===== config.mk =====
export PLATFORM = sky130hd
export DESIGN_NAME = ebat_core
export DESIGN_NICKNAME = d
export VERILOG_FILES = /design/src/rtl/ebat_pkg.sv /design/src/rtl/ebat_core.sv /design/src/rtl/ebat_sync.sv
export SDC_FILE = /design/constraint.sdc
export NUM_CORES = 1
export LEC_CHECK = 0
export ABC_CLOCK_PERIOD_IN_PS = 2900
export BUFFER_PORTS_ARGS = -buffer_cell sky130_fd_sc_hd__buf_2
export CORE_MARGIN = 8
export CORE_UTILIZATION = 43
export CTS_CLUSTER_DIAMETER = 120
export DETAILED_ROUTE_END_ITERATION = 7
export PLACE_DENSITY = 0.9
export SLEW_MARGIN = 0
export SYNTH_ARGS = -nofsm -noshare
export SYNTH_HDL_FRONTEND = slang
export SYNTH_SLANG_ARGS = --single-unit

===== constraint.sdc =====
create_clock -name core_clk -period 2.9 [get_ports core_clk]
set_clock_uncertainty 0.05 [all_clocks]
set_input_delay 0.145 -clock core_clk [delete_from_list [all_inputs] [get_ports core_clk]]
set_output_delay 0.145 -clock core_clk [all_outputs]
set_load 0.005 [all_outputs]

===== src/rtl/ebat_pkg.sv =====
package ebat_pkg;

    // ------------------------------------------------------------
    // Timing constants
    // ------------------------------------------------------------
    localparam int unsigned TIMEOUT_CYCLES   = 1024;    // Bus cycle time-out in system clocks
    localparam int unsigned INSENS_MIN_CYC   = 2;       // Shortest insensitivity window
    localparam int unsigned INSENS_MAX_CYC   = 5;       // Longest insensitivity window
    localparam int unsigned CNT_W            = 11;      // Time-out counter width
    localparam int unsigned INS_W            = 3;       // Insensitivity counter width

    // ------------------------------------------------------------
    // Chip-select numbering and configuration values
    // ------------------------------------------------------------
    localparam int unsigned NUM_CS           = 6;
    localparam logic [2:0]  EDGE_CS          = 3'h5;    // Only select allowed in edge mode
    localparam logic [2:0]  SHARED_CS        = 3'h4;    // Select whose pin carries the acknowledge
    localparam logic [5:0]  EDGE_WAIT_COUNT  = 6'h3f;   // Wait count that marks edge mode
    localparam logic [3:0]  EDGE_DELAY_MIN   = 4'h1;
    localparam logic [5:0]  LEVEL_WAIT_MIN   = 6'h1;    // Wait count must exceed this
    localparam logic [3:0]  LEVEL_NEGATE_MAX = 4'h3;    // Negate delay must be below this
    localparam logic [5:0]  WAIT_ZERO        = 6'h0;
    localparam logic [2:0]  INS_ZERO         = 3'h0;
    localparam logic [CNT_W-1:0] CNT_ZERO    = 11'h000;
    localparam logic [CNT_W-1:0] CNT_ONE     = 11'h001;

    // Per-select configuration as seen by this block
    typedef struct packed {
        logic       sync_mode;                  // Synchronous burst mode
        logic       external_wait_enable;
        logic [5:0] wait_state_count;
        logic [3:0] select_assert_delay;
        logic [3:0] select_negate_delay;
        logic [1:0] ack_insensitivity_time;     // 0..3 -> 2..5 cycles
    } ebat_cs_cfg_s;

    // Transfer request from the chip-select engine
    typedef struct packed {
        logic       start;                      // One-cycle pulse at cycle start
        logic [2:0] cs_sel;
    } ebat_req_s;

    typedef enum logic [2:0] {
        ST_IDLE  = 3'b000,
        ST_INSEN = 3'b001,
        ST_WAIT  = 3'b011,
        ST_EDGE  = 3'b010,
        ST_PASS  = 3'b110
    } ebat_state_e;

endpackage


===== src/rtl/ebat_core.sv =====
// Contract
// - Bus error after 1024 unacknowledged cycles
// - Offer edge and level detection modes
// - Acknowledge used only in asynchronous mode
// - Edge mode ends transfer on rise
// - Edge mode only on select five
// - Assert/negate delay allows waiting per edge; not checked here, edge mode tests only wait count EDGE_WAIT_COUNT
// - Level mode ignores acknowledge 2-5 cycles
// - Sample after window; low stalls
// - Low acknowledge after the window pauses transfer
// - Level mode barred on select four
module ebat_core
    import ebat_pkg::*;
#(
    parameter int unsigned TIMEOUT = TIMEOUT_CYCLES     // Time-out in system clocks
)
(
    input  wire logic                   core_clk,       // System clock, 250 MHz
    input  wire logic                   sys_rst,        // Synchronous reset, high
    input  wire logic                   transfer_ack_in,// Acknowledge pin, asynchronous
    input  wire logic                   ack_edge_select,// Global edge mode select
    input  wire ebat_cs_cfg_s [NUM_CS-1:0] cs_cfg,      // Per-select configuration
    input  wire ebat_req_s              req,            // Transfer start
    input  wire logic                   wait_done,      // Programmed wait states elapsed
    output logic                        busy,           // Cycle owned by this block
    output logic                        stall,          // Transfer held off
    output logic                        xfer_end,       // One-cycle end of transfer
    output logic                        bus_error,      // One-cycle time-out error
    output logic                        cfg_error       // Unsupported mode request, sticky
);

    // ------------------------------------------------------------
    // Acknowledge capture
    // ------------------------------------------------------------
    logic ack_level;
    logic ack_rise;

    ebat_sync u_sync (
        .core_clk   (core_clk),
        .sys_rst    (sys_rst),
        .async_in   (transfer_ack_in),
        .level_out  (ack_level),
        .rise_pulse (ack_rise)
    );

    // ------------------------------------------------------------
    // State
    // ------------------------------------------------------------
    typedef struct packed {
        ebat_state_e      fsm;
        logic [CNT_W-1:0] tcnt;
        logic [INS_W-1:0] icnt;
        logic             busy;
        logic             stall;
        logic             xfer_end;
        logic             bus_error;
        logic             cfg_error;
    } ebat_core_s;

    localparam logic [CNT_W-1:0] TO_LAST = CNT_W'(TIMEOUT - 1);

    ebat_core_s   st_reg;
    ebat_core_s   st_next;
    ebat_cs_cfg_s sel_cfg;
    logic         edge_ok;
    logic         level_ok;
    logic         timed_out;

    // ------------------------------------------------------------
    // Mode qualification of the requested select
    // ------------------------------------------------------------
    // Decoded combinationally from the live request; the engine holds cfg stable.
    always_comb begin
        sel_cfg  = cs_cfg[req.cs_sel];
        edge_ok  = ack_edge_select && !sel_cfg.sync_mode
                   && (req.cs_sel == EDGE_CS)
                   && (sel_cfg.wait_state_count == EDGE_WAIT_COUNT);
        level_ok = !ack_edge_select && !sel_cfg.sync_mode
                   && sel_cfg.external_wait_enable
                   && (req.cs_sel != SHARED_CS);
    end

    assign timed_out = (st_reg.tcnt == TO_LAST);

    // ------------------------------------------------------------
    // Next-state logic
    // ------------------------------------------------------------
    always_comb begin
        st_next           = st_reg;
        st_next.xfer_end  = 1'b0;
        st_next.bus_error = 1'b0;
        // Time-out counts only while a cycle is open
        if (st_reg.fsm != ST_IDLE) begin
            st_next.tcnt = st_reg.tcnt + CNT_ONE;
        end
        unique case (st_reg.fsm)
            ST_IDLE: begin
                st_next.tcnt  = CNT_ZERO;
                st_next.stall = 1'b0;
                st_next.busy  = 1'b0;
                if (req.start) begin
                    if (edge_ok) begin
                        // Each cycle, even back-to-back, waits for its own rise
                        st_next.fsm   = ST_EDGE;
                        st_next.busy  = 1'b1;
                        st_next.stall = 1'b1;
                    end else if (level_ok) begin
                        st_next.fsm   = ST_INSEN;
                        st_next.icnt  = INS_W'(INSENS_MIN_CYC - 1) + INS_W'(sel_cfg.ack_insensitivity_time);
                        st_next.busy  = 1'b1;
                    end else if (ack_edge_select || sel_cfg.external_wait_enable) begin
                        // Asked for a mode this select cannot use: left to wait states
                        st_next.cfg_error = 1'b1;
                    end
                end
            end
            ST_EDGE: begin
                if (ack_rise) begin
                    st_next.fsm      = ST_IDLE;
                    st_next.xfer_end = 1'b1;
                    st_next.stall    = 1'b0;
                    st_next.busy     = 1'b0;
                end else if (timed_out) begin
                    st_next.fsm       = ST_IDLE;
                    st_next.bus_error = 1'b1;
                    st_next.stall     = 1'b0;
                    st_next.busy      = 1'b0;
                end
            end
            ST_INSEN: begin
                // Acknowledge ignored here; glitches from the device are masked
                if (st_reg.icnt == INS_ZERO) begin
                    st_next.fsm = ST_WAIT;
                end else begin
                    st_next.icnt = st_reg.icnt - INS_W'(1);
                end
            end
            ST_WAIT, ST_PASS: begin
                st_next.stall = !ack_level;
                st_next.fsm   = ack_level ? ST_PASS : ST_WAIT;
                if (ack_level && wait_done) begin
                    st_next.fsm      = ST_IDLE;
                    st_next.xfer_end = 1'b1;
                    st_next.busy     = 1'b0;
                    st_next.stall    = 1'b0;
                end else if (timed_out) begin
                    st_next.fsm       = ST_IDLE;
                    st_next.bus_error = 1'b1;
                    st_next.busy      = 1'b0;
                    st_next.stall     = 1'b0;
                end
            end
            default: begin
                st_next.fsm = ST_IDLE;
            end
        endcase
    end

    // ------------------------------------------------------------
    // State register
    // ------------------------------------------------------------
    always_ff @(posedge core_clk) begin
        if (sys_rst) begin
            st_reg <= '{fsm: ST_IDLE, tcnt: CNT_ZERO, icnt: INS_ZERO, default: 1'b0};
        end else begin
            st_reg <= st_next;
        end
    end

    assign busy      = st_reg.busy;
    assign stall     = st_reg.stall;
    assign xfer_end  = st_reg.xfer_end;
    assign bus_error = st_reg.bus_error;
    assign cfg_error = st_reg.cfg_error;
endmodule


===== src/rtl/ebat_sync.sv =====
module ebat_sync
    import ebat_pkg::*;
(
    input  wire logic core_clk,     // System clock
    input  wire logic sys_rst,      // Synchronous reset
    input  wire logic async_in,     // Raw pin level
    output logic      level_out,    // Debounced level
    output logic      rise_pulse    // One-cycle rising edge
);

    // ------------------------------------------------------------
    // Three-stage capture
    // ------------------------------------------------------------
    typedef struct packed {
        logic [2:0] stage;
        logic       level;
        logic       rise;
    } ebat_sync_s;

    ebat_sync_s st_reg;
    ebat_sync_s st_next;

    // Level changes only when stages two and three agree
    always_comb begin
        st_next       = st_reg;
        st_next.stage = {st_reg.stage[1:0], async_in};
        st_next.rise  = 1'b0;
        if (st_reg.stage[1] == st_reg.stage[2]) begin
            st_next.level = st_reg.stage[2];
            st_next.rise  = st_reg.stage[2] & ~st_reg.level;
        end
    end

    // Reset to high: the idle acknowledge is released
    always_ff @(posedge core_clk) begin
        if (sys_rst) begin
            st_reg <= '{stage: 3'h7, level: 1'b1, rise: 1'b0};
        end else begin
            st_reg <= st_next;
        end
    end

    assign level_out  = st_reg.level;
    assign rise_pulse = st_reg.rise;

endmodule


After elaboration in Yosys (flattened, before gate mapping)

Cells that the tools add are included.

Register bits after elaboration: 27
Input port bits: 117
Output and inout port bits: 5
Word-level logic and storage cells: 91

$add $sub $neg: 3
Magnitude comparators: 1
Equality and inequality tests: 17
Mux-type cells: 30
Bitwise logic cells: 5
Reduce and logical (&&, ||, !) cells: 24

Operators with widths:

| cell                                               | number |
|---|---|
| binary-select mux 18 bit (select 3 bit)            | 1 |
| two-way mux 3 bit                                  | 11 |
| two-way mux 18 bit                                 | 1 |
| case mux 3 bit (4 select lines)                    | 1 |
| adder 11 x 1 -> 11 bit, second input constant      | 1 |
| == test 11 x 10 -> 1 bit, second input constant    | 1 |
| inequality test 2 bit, second input constant       | 5 |
| AND reduction 5 bit                                | 2 |
| inequality test 3 bit, second input constant       | 3 |
| two-way mux 2 bit                                  | 4 |
| logical AND 1 bit                                  | 7 |
| two-way mux 1 bit                                  | 7 |
| == test 3 x 2 -> 1 bit, second input constant      | 2 |
| == test 3 bit, second input constant               | 2 |
| == test 6 bit, second input constant               | 1 |
| logical NOT 3 bit                                  | 2 |
| case mux 2 bit (3 select lines)                    | 1 |
| case mux 3 bit (2 select lines)                    | 1 |
| nonzero test 3 bit                                 | 2 |
| OR reduction 2 bit                                 | 3 |
| two-way mux 5 bit                                  | 1 |
| < comparator 3 x 4 -> 1 bit, second input constant | 1 |
| two-way mux 4 bit                                  | 1 |
| NOT 1 bit                                          | 4 |
| other kinds (13)                                   | 15 |

Logic depth before layout (Yosys ltp)

Depth after elaboration: 10
Gate-level depth with buffers: 8
Gate-level depth less buffers: 8

By module

A second synthesis with hierarchy kept.

Cells, all modules: 178
Area total of the unflattened synthesis: 1571.5 um2

By module, submodules not included:

| module    | times used | cells an instance | area each (um2) | seq. area each (um2) |
|---|---|---|---|---|
| ebat_core | 1          | 166               | 1423.9          | 440.4 |
| ebat_sync | 1          | 12                | 147.6           | 100.1 |

Least setup slack after synthesis

OpenSTA, ideal clock, no wires.

Path kind: register to register
Start point: register st_reg[8] in the netlist's numbering
End point: register st_reg, in the netlist stall
Library setup time: 0.125 ns
Arrival time: 1.463 ns
Required time: 2.725 ns
Slack: 1.262 ns
Cell stages (with the launch flop): 7
Buffers on the path: 0
Period minus slack after synthesis: 1.638 ns
Path through: dfxtp_1 > ha_1 > and4_1 > nand4bb_1 > a21oi_1 > mux2i_1 > nor2_1

Cells in the longest elaborated chain, start to end: 4
Elaborated cells between the ends (all ways): 6
Those cells by class: 2 x eq/ne; 3 x mux; 1 x reduce/logical

Ends and longest elaborated chain:

| item                            | line             | RTL |
|---|---|---|
| start, declared                 | ebat_core.sv:62  | `ebat_core_s st_reg;` |
| start signal, assigned          | ebat_core.sv:166 | `st_reg <= st_next;` |
| == test 11 x 10 -> 1 bit (*)    | ebat_core.sv:83  | `assign timed_out = (st_reg.tcnt == TO_LAST);` |
| two-way mux 2 bit               | ebat_core.sv:146 | `end else if (timed_out) begin` |
| two-way mux 2 bit               | ebat_core.sv:141 | `if (ack_level && wait_done) begin` |
| case mux 2 bit (3 select lines) | ebat_core.sv:96  | `unique case (st_reg.fsm)` |

Mark *: on every way between the ends. The rest lies on a longest branch, timed or not. The select of a mux whose other input is x is not followed.
A chain may end at the register's enable or synchronous reset.

Worst setup path in the final report

Same ends and word-level chain as after synthesis.

==> out/results.ini <==
[global_routing]
grt-ovfl-total=0
grt_usage_pct=11.6
grt_max_degree=18
grt_pass1_vias=1446
grt_first_pass_wirelength_um=6060
antenna_found_initial=0

[power]
p_per_area_nw_per_um2=382
p_clk_share_pct=27.6
seqPwrFrac_pct=53.5
p_comb_share_pct=18.9
sw_frac_of_total_pct=25.1
p_leak_nw=0.808
switchingPower_uw=182
power.internal_uw=545
irDropWorstVdd_mv=0.301

[synthesis]
synth-seq-cells=27
synth_fp_nets=311
synthSimpleGateAreaFrac_pct=26.8
synth_edf_count=0
ys_seq_area_share_pct=33.0
synth_warnings=0
syn_avg_cell_area_sq_um=8.62
syn_area_sq_um=1640
synth_top_family_by_area=simple AND/OR/NAND/NOR gates
synth_xor_area_share_pct=3.74
syn_inst=190
synth.distinct_cells=58
synth_fa_ha_area_share_pct=3.67
synth_compound_area_share_pct=19.7
muxShareOfSynthArea_pct=8.17
ys.flop_type=dfxtp_1
synthArstFlopShare_pct=0

[floorplanning]
core_sq_um=3660
io_pins=122
die_w_um=77.7
row_count=22
die_area_sq_um=6040
die_h_um=77.7
start_util_pct=44.7

[finish]
final_common_cell=buf_2
syn2layout_area_growth_pct=16.4
final_cell_mix=buf_2 (42), dfxtp_1 (27), nor2_1 (18), a21oi_1 (15), nand2_1 (13)
largest_reg_flops=17
nets=349
multiInputGateArea_sq_um=1020
fill_cells=329
layout-drive-gt1-share_pct=26.9
num_antenna_cells=0
regArea_sq_um=541
fin_area_sq_um=1910

[sta]
worst_pin_slew_ns=0.481
period_minus_slack_ns=1.94
finalHoldViolCount=0
setup_tns_ns=0
period_share_pct=66.9
setup_viol=0
rsz0062_at_grt=no
drv_slew=0
fmax_ghz=0.515
slew_headroom_pct=67.7

[placed_design]
port_buffers=42
detailedPlacementHpwl_um=2870
placed_cell_area_sq_um=1860
place_congestion=0.826

[route]
vias_per_cell=5.40
drc=0
wl_per_cell_um=13.0
drtIter0Drc=138
drt-total-wl_um=3590
vias=1484
antenna_left=0
drt-pass1-iter-count=4

[critical_path]
critPathRequiredTime_ns=3.00
worstSetupPathType=reg2reg
crit_arrival_ns=2.04
start_kind=flop
path_max_fanout=7
r2r_cells=6
endpoint_kind=flop

[worst_hold_path]
hp-class=in2reg
holdPathStages=2

[clocking]
path_clk_slew_ns=0.08
cts_max_level=1
numCtsBuffers=3
clockBufferDepth=2
clock_sinks=27
clock_latency_ns=0.26
cts_setup_buffers=0
cts_tree=done
ctsResizeCount=0
holdBufCountCts=0
cts-root-buf=clkbuf_8

[job]
maxCapViolations=0

[status]
status=finished, final reports clean

routing by layer:
metal	share of wire [%]	track usage (%)	vias to the layer above
met5	0	0	-
met4	1.3	3.40	0
met2	49	20.6	36
li1	-	-	764
met1	44	13.3	680
met3	5.7	3.00	4
layout make-up:
type	count	area share, %
multi-input combinational	145	53.3
sequential	27	28.3
timing repair buffer	42	11.0
tap	48	3.15
clock buffer	4	2.36
inverter	9	1.77
kinds of logic after synthesis:
family | after synthesis
simple gates | 77
compound gates | 45
flops | 27
buf+inv | 18
mux | 11
xor+xnor | 7
fa+ha+maj | 5
critical path: stages (launching register included):
cell and delay (ns):
dfxtp_1 0.39, ha_1 0.22, and4_1 0.29, nand4bb_1 0.29, a21oi_1 0.31, mux2i_1 0.23, nor2_1 0.06
cells in the mapped netlist, types with 4 or more instances:
cell / count / share of area (%)
dfxtp_1: 27 / 33
nor2_1: 18 / 4.1
a21oi_1: 15 / 4.6
nand2_1: 13 / 3.0
inv_1: 9 / 2.1
nor3_1: 8 / 2.4
mux2i_1: 7 / 4.3
xor2_1: 6 / 3.2
nand2b_1: 5 / 1.9
nand3_1: 5 / 1.5
and3_1: 4 / 1.5
clkbuf_1: 4 / 0.92
ha_1: 4 / 3.1
nand4_1: 4 / 1.5
or2_2: 4 / 1.5
power by group through the flow:
| stage | registers (mW) | clock network (mW) | logic (mW) |
|---|---|---|---|
| 2_1_floorplan | 0.392 | 0 | 0.100 |
| 3_3_place_gp | 0.397 | 0 | 0.132 |
| 3_5_place_dp | 0.398 | 0 | 0.137 |
| 4_1_cts | 0.389 | 0.211 | 0.138 |
| 5_1_grt | 0.392 | 0.227 | 0.154 |
| 6_report | 0.389 | 0.201 | 0.138 |
stage by stage:
step	utilization [%]	hold WS [ns]	setup slack, ns	power (mW)	instances
finish	52.1	0.0114	0.960	0.728	275
CTS	52.1	0.00254	0.964	0.738	275
global placement	50.9	0.280	1.04	0.530	271
floorplan	-	0.199	1.26	0.493	190
global route	52.1	0.00864	0.764	0.772	275
detailed placement	50.9	0.281	1.00	0.535	271
worst paths after layout:
path,slack (ns),startpoint,endpoint
hold reg to reg,0.37,u_sync.st_next[3],u_sync.st_next[4]
hold / removal,0.01,transfer_ack_in,u_sync.st_next[3]
setup / recovery,0.96,st_reg[8],stall
setup reg to reg,0.96,st_reg[8],stall
(Power assumes the default switching activity.)
